**config.mk**
```make
export PLATFORM = sky130hd
export DESIGN_NAME = erp_ctl
export DESIGN_NICKNAME = d
export VERILOG_FILES = /design/src/rtl/erp_pkg.sv /design/src/rtl/erp_ctl.sv
export SDC_FILE = /design/constraint.sdc
export NUM_CORES = 1
export LEC_CHECK = 0
export BUFFER_PORTS_ARGS = -buffer_cell sky130_fd_sc_hd__buf_2
export CAP_MARGIN = 5
export CORE_MARGIN = 2
export CORE_UTILIZATION = 40
export CTS_BUF_LIST = sky130_fd_sc_hd__clkbuf_4
export CTS_CLUSTER_DIAMETER = 200
export CTS_CLUSTER_SIZE = 25
export DETAILED_ROUTE_END_ITERATION = 7
export PLACE_DENSITY = 0.54
export SYNTH_ARGS = -nofsm -noshare
export SYNTH_HDL_FRONTEND = slang
export SYNTH_SLANG_ARGS = --single-unit
```
**constraint.sdc**
```tcl
create_clock -name i_clk -period 2 [get_ports i_clk]
set_clock_uncertainty 0.15 [all_clocks]
set_input_delay 0.5 -clock i_clk [delete_from_list [all_inputs] [get_ports i_clk]]
set_output_delay 0.5 -clock i_clk [all_outputs]
set_load 0.02 [all_outputs]
```
**src/rtl/erp_pkg.sv**
```systemverilog
// Functional notes
// Interrupt output is OR of every status bit whose enable bit is set.
// Interrupt enable, report and clear go through the function config option register; here enable is OFF_SRC_EN, report OFF_STATUS, clear OFF_SRC_ST.
// No global interrupt enable exists; only per-source enables gate the interrupt.
// Hardware reset clears all logic, resamples bus mode, starts EEPROM reload.
// Soft reset bit resets function except itself, reloads EEPROM, keeps bus mode.
// While soft reset bit is set, irq/ready line is held low.
// Clearing the soft reset bit raises the irq/ready line again.
// MAC soft reset keeps address, config, base; no EEPROM read, no resample.
// Power-down pin counts only when external codec select is nonzero.
// Legacy power-down bit powers down transmit, receive and link.
// Pin: all down plus modem output; wake enable: tx only; legacy_powerdown_bit: tx, rx, link.
// Pin deassertion wakes without changing any power control or status bit.
// Power-down bit has precedence over wake enable bit.
// Host must never write one to the status register power-down bit.
// Function enable bit has no effect on power state or wake-up.
package erp_pkg;

   ////////////////////////////////////////////////////////////////////////////
   localparam int ADDR_W = 4;
   localparam int DATA_W = 16;
   localparam int SRC_W  = 8;

   localparam logic [3:0] OFF_OPTION  = 4'h0;
   localparam logic [3:0] OFF_STATUS  = 4'h1;
   localparam logic [3:0] OFF_CONTROL = 4'h2;
   localparam logic [3:0] OFF_RECV    = 4'h3;
   localparam logic [3:0] OFF_SRC_ST  = 4'h4;
   localparam logic [3:0] OFF_SRC_EN  = 4'h5;
   localparam logic [3:0] OFF_ADDR    = 4'h6;
   localparam logic [3:0] OFF_CONFIG  = 4'h7;
   localparam logic [3:0] OFF_BASE    = 4'h8;
   localparam logic [3:0] OFF_EVT_ST  = 4'h9;
   localparam logic [3:0] OFF_EVT_MSK = 4'hA;
   localparam logic [3:0] OFF_STATE   = 4'hB;

   localparam int OPT_FUNC_EN_BIT   = 0;
   localparam int OPT_SOFT_RST_BIT  = 7;
   localparam int ST_PDOWN_BIT      = 2;
   localparam int ST_INTR_BIT       = 1;
   localparam int CTL_WAKE_BIT      = 1;
   localparam int CTL_PDOWN_BIT     = 0;
   localparam int RECV_SOFT_RST_BIT = 15;

   localparam logic [15:0] ADDR_RST   = 16'h0000;
   localparam logic [15:0] CONFIG_RST = 16'h0000;
   localparam logic [15:0] BASE_RST   = 16'h0300;

   // Clocks from hard reset release until the synchronised strap is taken.
   localparam logic [1:0] STRAP_WAIT = 2'h3;

   localparam int EVT_W      = 4;
   localparam int EVT_IRQ    = 0;
   localparam int EVT_WAKE   = 1;
   localparam int EVT_PDN    = 2;
   localparam int EVT_RELOAD = 3;

   typedef struct packed {
      logic tx_down;
      logic rx_down;
      logic link_down;
      logic all_down;
   } erp_power_s;

   typedef enum logic [2:0] {
      PS_AWAKE, PS_TX_DOWN, PS_TRL_DOWN, PS_ALL_DOWN
   } erp_pstate_e;

endpackage : erp_pkg
```
**src/rtl/erp_ctl.sv**
```systemverilog
// Local design decisions: the register offsets and the address-and-strobe port.
module erp_ctl
   import erp_pkg::*;
(
   input  wire logic                        i_clk,
   input  wire logic                        i_rstn,
   input  wire logic [erp_pkg::ADDR_W-1:0]  i_addr,
   input  wire logic [erp_pkg::DATA_W-1:0]  i_wdata,
   input  wire logic                        i_wr,
   input  wire logic                        i_rd,
   output logic      [erp_pkg::DATA_W-1:0]  o_rdata,
   input  wire logic [erp_pkg::SRC_W-1:0]   i_src_set,
   input  wire logic                        i_powerdown_input_pin,
   input  wire logic                        i_external_codec_select,
   input  wire logic                        i_bus_mode_strap,
   input  wire logic                        i_eeprom_done,
   output logic                             o_irq_outputs,
   output logic                             o_irq_ready_line,
   output logic                             o_modem_powerdown_out_n,
   output erp_pkg::erp_power_s              o_power,
   output logic                             o_eeprom_reload,
   output logic                             o_mac_reset,
   output logic                             o_bus_mode,
   output logic                             o_irq
);
   import erp_pkg::*;

   ////////////////////////////////////////////////////////////////////////////
   // Pin synchronisers; the first stage feeds only the second.
   // Reset clears both stages, so every pin reads low for two clocks after release.
   // The bus mode strap is a pin too, so its capture must wait for both stages.
   logic [3:0] sync1_reg;
   logic [3:0] sync2_reg;
   logic       pin_pd;
   logic       codec_sel;
   logic       eep_done;
   logic       strap_sync;

   always_ff @(posedge i_clk or negedge i_rstn) begin
      if (!i_rstn) begin
         sync1_reg <= 4'h0;
         sync2_reg <= 4'h0;
      end else begin
         sync1_reg <= {i_bus_mode_strap, i_eeprom_done, i_external_codec_select,
                       i_powerdown_input_pin};
         sync2_reg <= sync1_reg;
      end
   end

   assign pin_pd     = sync2_reg[0];
   assign codec_sel  = sync2_reg[1];
   assign eep_done   = sync2_reg[2];
   assign strap_sync = sync2_reg[3];

   ////////////////////////////////////////////////////////////////////////////
   // Register state; each group keeps its next value beside it.
   logic                  wr_sel;
   logic [DATA_W-1:0]     option_reg, option_next;
   logic [DATA_W-1:0]     status_reg, status_next;
   logic [DATA_W-1:0]     control_reg, control_next;
   logic [DATA_W-1:0]     recv_reg, recv_next;
   logic [SRC_W-1:0]      src_st_reg, src_st_next;
   logic [SRC_W-1:0]      src_en_reg, src_en_next;
   logic [DATA_W-1:0]     addr_reg, addr_next;
   logic [DATA_W-1:0]     config_reg, config_next;
   logic [DATA_W-1:0]     base_reg, base_next;
   logic [EVT_W-1:0]      evt_st_reg, evt_st_next;
   logic [EVT_W-1:0]      evt_msk_reg, evt_msk_next;
   logic [EVT_W-1:0]      evt_set;
   logic [1:0]            strap_cnt_reg, strap_cnt_next;
   logic                  bus_mode_reg, bus_mode_next;
   logic                  reload_reg, reload_next;
   logic                  pin_active;
   logic                  func_rst;
   logic                  mac_rst;
   logic                  merged_irq;
   logic [DATA_W-1:0]     rdata_next;
   erp_pstate_e           pstate_reg, pstate_next;
   erp_power_s            power_next;

   // Address decode shared by the write path and the soft reset write-through.
   function automatic logic hit(input logic [ADDR_W-1:0] a, input logic [3:0] off);
      hit = (a == off);
   endfunction : hit

   assign wr_sel     = i_wr;
   assign func_rst   = option_reg[OPT_SOFT_RST_BIT];
   assign mac_rst    = recv_reg[RECV_SOFT_RST_BIT];
   // Only the per-source enables gate the merged interrupt; there is no global enable.
   assign merged_irq = |(src_st_reg & src_en_reg);
   // The power-down pin is ignored unless the external codec is selected.
   assign pin_active = pin_pd && codec_sel;

   ////////////////////////////////////////////////////////////////////////////
   // Power state; the function enable bit never enters this decode.
   // The pin wins over both control bits, and the power-down bit wins over wake enable.
   // Decoding from the next state lets the output flop follow the bits with no extra lag.
   always_comb begin
      if (pin_active) begin
         pstate_next = PS_ALL_DOWN;
      end else if (control_reg[CTL_PDOWN_BIT]) begin
         pstate_next = PS_TRL_DOWN;
      end else if (control_reg[CTL_WAKE_BIT]) begin
         pstate_next = PS_TX_DOWN;
      end else begin
         pstate_next = PS_AWAKE;
      end
      power_next = '0;
      case (pstate_next)
         PS_AWAKE:    power_next = '0;
         PS_TX_DOWN:  power_next = '{tx_down: 1'b1, default: 1'b0};
         PS_TRL_DOWN: power_next = '{all_down: 1'b0, default: 1'b1};
         PS_ALL_DOWN: power_next = '1;
         // An unknown state powers everything down as the safe choice.
         default:     power_next = '1;
      endcase
   end

   ////////////////////////////////////////////////////////////////////////////
   // Register file next-state logic. Writes are applied first and the resets then
   // override them, so a soft reset in progress cannot be undone by a stray write.
   // Sources arriving on i_src_set are sticky until written back as ones or cleared by a function or MAC soft reset.
   always_comb begin
      option_next        = option_reg;
      status_next        = status_reg;
      control_next       = control_reg;
      recv_next          = recv_reg;
      src_st_next        = src_st_reg | i_src_set;
      src_en_next        = src_en_reg;
      addr_next          = addr_reg;
      config_next        = config_reg;
      base_next          = base_reg;
      evt_msk_next       = evt_msk_reg;
      strap_cnt_next     = (strap_cnt_reg != 2'h0) ? strap_cnt_reg - 2'h1 : 2'h0;
      bus_mode_next      = bus_mode_reg;
      reload_next        = reload_reg;
      evt_set            = '0;

      // Bus mode is caught once the synchronised strap has settled after hard reset.
      // Only the hard reset reloads this counter, so soft resets never resample the mode.
      if (strap_cnt_reg == 2'h1) begin
         bus_mode_next = strap_sync;
      end
      // A finished EEPROM load ends the pending reload unless a soft reset restarts it.
      if (eep_done) begin
         reload_next = 1'b0;
      end

      if (wr_sel) begin
         if (hit(i_addr, OFF_OPTION)) begin
            option_next = i_wdata;
         end
         if (hit(i_addr, OFF_STATUS)) begin
            // Power-down bit is kept writable but feeds no logic.
            // Software must keep it at zero in this bus mode.
            status_next[ST_PDOWN_BIT] = i_wdata[ST_PDOWN_BIT];
         end
         if (hit(i_addr, OFF_CONTROL)) begin
            control_next = i_wdata;
         end
         if (hit(i_addr, OFF_RECV)) begin
            recv_next = i_wdata;
         end
         if (hit(i_addr, OFF_SRC_ST)) begin
            // Write one to clear; a source arriving now still sets.
            src_st_next = (src_st_reg & ~i_wdata[SRC_W-1:0]) | i_src_set;
         end
         if (hit(i_addr, OFF_SRC_EN)) begin
            src_en_next = i_wdata[SRC_W-1:0];
         end
         if (hit(i_addr, OFF_ADDR)) begin
            addr_next = i_wdata;
         end
         if (hit(i_addr, OFF_CONFIG)) begin
            config_next = i_wdata;
         end
         if (hit(i_addr, OFF_BASE)) begin
            base_next = i_wdata;
         end
         if (hit(i_addr, OFF_EVT_MSK)) begin
            evt_msk_next = i_wdata[EVT_W-1:0];
         end
      end

      // Function soft reset returns everything below it to its reset value except its own bit.
      // Bus mode and the event registers lie outside its reach.
      if (func_rst) begin
         option_next  = '0;
         option_next[OPT_SOFT_RST_BIT] = (wr_sel && hit(i_addr, OFF_OPTION)) ?
                                         i_wdata[OPT_SOFT_RST_BIT] : 1'b1;
         status_next  = '0;
         control_next = '0;
         recv_next    = '0;
         src_st_next  = '0;
         src_en_next  = '0;
         addr_next    = ADDR_RST;
         config_next  = CONFIG_RST;
         base_next    = BASE_RST;
         reload_next  = 1'b1;
      end else if (mac_rst) begin
         // MAC reset keeps address, config and base; no reload.
         control_next = '0;
         src_st_next  = '0;
         src_en_next  = '0;
         recv_next[RECV_SOFT_RST_BIT] = (wr_sel && hit(i_addr, OFF_RECV)) ?
                                        i_wdata[RECV_SOFT_RST_BIT] : 1'b1;
      end

      status_next[ST_INTR_BIT] = merged_irq;

      // Event status bits are sticky; a new event in the clear cycle wins over the clear.
      // Power events fire on the edges of the awake state, not on every decode change.
      evt_set[EVT_IRQ]    = merged_irq;
      evt_set[EVT_PDN]    = (pstate_next != PS_AWAKE) && (pstate_reg == PS_AWAKE);
      evt_set[EVT_WAKE]   = (pstate_next == PS_AWAKE) && (pstate_reg != PS_AWAKE);
      evt_set[EVT_RELOAD] = reload_reg && eep_done;
      evt_st_next = evt_st_reg;
      if (wr_sel && hit(i_addr, OFF_EVT_ST)) begin
         evt_st_next = evt_st_reg & ~i_wdata[EVT_W-1:0];
      end
      evt_st_next = evt_st_next | evt_set;

      // Read data is registered and returns to zero one cycle after the strobe.
      rdata_next = '0;
      if (i_rd) begin
         case (i_addr)
            OFF_OPTION:  rdata_next = option_reg;
            OFF_STATUS:  rdata_next = status_reg;
            OFF_CONTROL: rdata_next = control_reg;
            OFF_RECV:    rdata_next = recv_reg;
            OFF_SRC_ST:  rdata_next = {{(DATA_W-SRC_W){1'b0}}, src_st_reg};
            OFF_SRC_EN:  rdata_next = {{(DATA_W-SRC_W){1'b0}}, src_en_reg};
            OFF_ADDR:    rdata_next = addr_reg;
            OFF_CONFIG:  rdata_next = config_reg;
            OFF_BASE:    rdata_next = base_reg;
            OFF_EVT_ST:  rdata_next = {{(DATA_W-EVT_W){1'b0}}, evt_st_reg};
            OFF_EVT_MSK: rdata_next = {{(DATA_W-EVT_W){1'b0}}, evt_msk_reg};
            OFF_STATE:   rdata_next = {11'h000, bus_mode_reg, reload_reg,
                                       power_next.tx_down, power_next.rx_down,
                                       power_next.all_down};
            default:     rdata_next = '0;
         endcase
      end
   end

   ////////////////////////////////////////////////////////////////////////////
   // All state except the pin synchronisers, and every top-level output, come straight from these flops.
   // The hard reset returns every register here to its power-on value.
   always_ff @(posedge i_clk or negedge i_rstn) begin
      if (!i_rstn) begin
         option_reg        <= '0;
         status_reg        <= '0;
         control_reg       <= '0;
         recv_reg          <= '0;
         src_st_reg        <= '0;
         src_en_reg        <= '0;
         addr_reg          <= ADDR_RST;
         config_reg        <= CONFIG_RST;
         base_reg          <= BASE_RST;
         evt_st_reg        <= '0;
         evt_msk_reg       <= '0;
         strap_cnt_reg     <= STRAP_WAIT;
         bus_mode_reg      <= 1'b0;
         reload_reg        <= 1'b1;
         pstate_reg        <= PS_AWAKE;
         o_rdata           <= '0;
         o_irq_outputs     <= 1'b0;
         o_irq_ready_line  <= 1'b1;
         o_modem_powerdown_out_n <= 1'b1;
         o_power           <= '0;
         o_eeprom_reload   <= 1'b1;
         o_mac_reset       <= 1'b0;
         o_bus_mode        <= 1'b0;
         o_irq             <= 1'b0;
      end else begin
         option_reg        <= option_next;
         status_reg        <= status_next;
         control_reg       <= control_next;
         recv_reg          <= recv_next;
         src_st_reg        <= src_st_next;
         src_en_reg        <= src_en_next;
         addr_reg          <= addr_next;
         config_reg        <= config_next;
         base_reg          <= base_next;
         evt_st_reg        <= evt_st_next;
         evt_msk_reg       <= evt_msk_next;
         strap_cnt_reg     <= strap_cnt_next;
         bus_mode_reg      <= bus_mode_next;
         reload_reg        <= reload_next;
         pstate_reg        <= pstate_next;
         o_rdata           <= rdata_next;
         o_irq_outputs     <= merged_irq;
         // The ready line follows the next soft reset bit, so it drops with the write itself.
         o_irq_ready_line  <= !option_next[OPT_SOFT_RST_BIT];
         o_modem_powerdown_out_n <= !pin_active;
         o_power           <= power_next;
         o_eeprom_reload   <= reload_next;
         o_mac_reset       <= recv_next[RECV_SOFT_RST_BIT];
         o_bus_mode        <= bus_mode_next;
         // The event interrupt is a level on status and mask together.
         o_irq             <= |(evt_st_next & evt_msk_next);
      end
   end

endmodule : erp_ctl

```
==> results.yml <==
floorplan:
  die_h_um: 139.2
  fp-row-count: 49
  initial_utilization_pct: 40.68
  boundaryPins: 63
  core-area_um2: 17960
  die_x_um: 139.2
  dieArea_um2: 19360
placed_design:
  port_buffers: 62
  dpl.hpwl_mm: 16.17
  gp_congestion: 0.9084
  dp_worst_setup_slack_ns: -0.1556
timing:
  relSlewSlack_pct: 59.52
  tns_ns: 0
  whs_ns: 0.05110
  rsz0062_at_grt: "false"
  maxClockFrequency_ghz: 0.5224
  worst_pin_slew_ns: 0.6072
  setup_viol: 0
  hold_viol: 0
  slew_viol_final: 0
  finalCriticalPeriod_ns: 1.914
  min_period_over_period_pct: 95.71
  fin_ws_ns: 0.08582
synth:
  syn-mean-instance-area_um2: 9.795
  ys_ff_latch: 158
  postSynthCellCount: 746
  synth.distinct_cells: 55
  synth_area_leader_cell: "dfrtp_1"
  syn-num-nets: 782
  synth_edf_count: 0
  synth.area.top_cells: "dfrtp_1, nand2_1, a21oi_1"
  yosys_warnings: 0
  synth_common_cells: "nand2_1, dfrtp_1, a21oi_1"
  synth_area_um2: 7307
  yosysMostFrequentCell: "nand2_1"
  synthArstFlopShare_pct: 100.0
  yosysSeqAreaShare_pct: 54.23
  yosysTopAreaCellShare_pct: 51.71
  ys.flop_type: "dfrtp_1"
pwr:
  p_leak_nw: 4.067
  power.share.clock_pct: 27.5
  combPwrFrac_pct: 18.9
  pwr-share-seq_pct: 53.6
  swShare_pct: 32.47
  peakVddDrop_mv: 0.5048
  internal_power_w: 0.004653
  powerDensity_nw_per_um2: 777.3
  p_sw_w: 0.002237
finish:
  register_area_um2: 3965
  layout-drive-gt1-share_pct: 24.55
  multi_input_area_um2: 3009
  nFillCells: 1716
  final_util_pct: 49.34
  area_delta_synth_final_pct: 21.30
  final_nets: 915
worst_setup_path:
  worstPathArrival_ns: 1.26
  critPathBufInv: 1
  crit_path_max_fanout: 2
  crit_slowest_cell: "dfstp_2"
  required_ns: 1.35
  path_cells: "buf_6"
  end_kind: "primary output"
  cp_slowest_stage_delay_ns: 0.58
  critPathTopFamily: "flip-flops"
  crit_type: "flop to primary output"
  start_kind: "flop"
detailed_routing:
  drt_iter0_drc: 539
  wl_per_cell_um: 20.59
  drc: 0
  drt_first_pass_iters: 7
  viasPerCell: 5.567
  num_vias: 6246
  drt-total-wl_mm: 23.10
  ant_nets: 0
global_routing:
  grt_start_max_net_pins: 55
  grt_pass1_wl_mm: 36.25
  grt_pass1_vias: 6159
  grt-ovfl-total: 0
  grt_use_total_pct: 24.59
  antenna_found_initial: 1
clock_network:
  cts_buffer_depth: 2
  cts_tree: "yes"
  clock_latency_ns: 0.58
  clock_sinks: 158
  clkTransAtPathRegs_ns: 0.14
  root_buffer: "clkbuf_4"
  numCtsBuffers: 17
  cts_max_level: 4
worst_hold_path:
  hold_class: "input port to flop"
run_status:
  status: "finished, final reports clean"
flow_run:
  drv_cap: 0
through the flow:
step / std cells / power (W) / area, um^2
final: 1122 / 0.006890 / 8864
after global routing: 1122 / 0.007235 / 8864
after CTS: 1120 / 0.006936 / 8847
after detailed placement: 1073 / 0.005009 / 8428
after global placement: 1073 / 0.004983 / 8428
after floorplan: 746 / 0.004398 / 7307
layout by cell type (no fill, tap or decap), types with 11 or more instances in the layout:
cell           instances
nor2_1                25
buf_2                 60
a22o_1                24
a31oi_1               11
clkbuf_4              18
dfrtp_1              149
a21boi_0              13
inv_1                 13
mux2i_1               30
and3_1                11
nand2_1              180
a21oi_1               96
dlygate4sd3_1         15
buf_4                 84
logic make-up (layout without fill, tap and decap cells):
| logic type | Yosys count | in the layout | share of synthesized area (%) |
|---|---|---|---|
| simple gates | 276 | 276 | 17.55 |
| other cells | 0 | 1 | 0 |
| flops | 158 | 158 | 54.23 |
| buf+inv | 69 | 215 | 4.589 |
| compound gates | 204 | 204 | 17.98 |
| mux | 39 | 39 | 5.651 |
worst register-to-register path: stages, from the launching register on:
cell and delay (ns):
dfrtp_1 0.45, a211oi_1 0.53, a211oi_1 0.16, o21bai_1 0.17, a31oi_1 0.10
routing by layer:
layer	share of wire, %	global-route usage [%]	vias up
li1	-	-	2856
met1	46	35.36	3159
met2	46	38.16	205
met3	5.9	4.800	26
met4	1.6	6.964	0
met5	0	0	-
worst paths after layout:
check                      slack, ns         endpoint  cells after the start    startpoint
max reg2reg                     0.34       o_rdata[2]                      4  sync2_reg[0]
min                             0.05     base_reg[13]                      3   i_wdata[13]
max                             0.09  o_eeprom_reload                      1    reload_reg
min in group asynchronous       0.22       o_rdata[4]                      2        i_rstn
max in group asynchronous       0.85   config_reg[14]                      3        i_rstn
min reg2reg                     0.22     sync2_reg[1]                      0  sync1_reg[1]
timing repair:
action                                 in CTS  in global routing
endpoints found under the hold margin     129                  2
setup endpoints to repair                   2                  1
setup buffers                               1                  0
gates resized for setup                     2                  1
hold buffers                               14                  1
cell type report:
class	instances	share of cell area, %
inverter	13	0.5505
clock inverter	14	1.496
tap	229	3.233
antenna	1	0.02823
timing repair buffer	170	14.48
sequential	158	44.73
multi-input combinational	519	33.95
clock buffer	18	1.525
power groups by stage:
stage	combinational, W	sequential [W]	clock (W)
2_1_floorplan	0.000685	0.00371	0
5_1_grt	0.00142	0.00372	0.00209
4_1_cts	0.00130	0.00368	0.00195
3_5_place_dp	0.00126	0.00375	0
3_3_place_gp	0.00124	0.00374	0
6_report	0.00130	0.00369	0.00190
(Power assumes the default switching activity.)
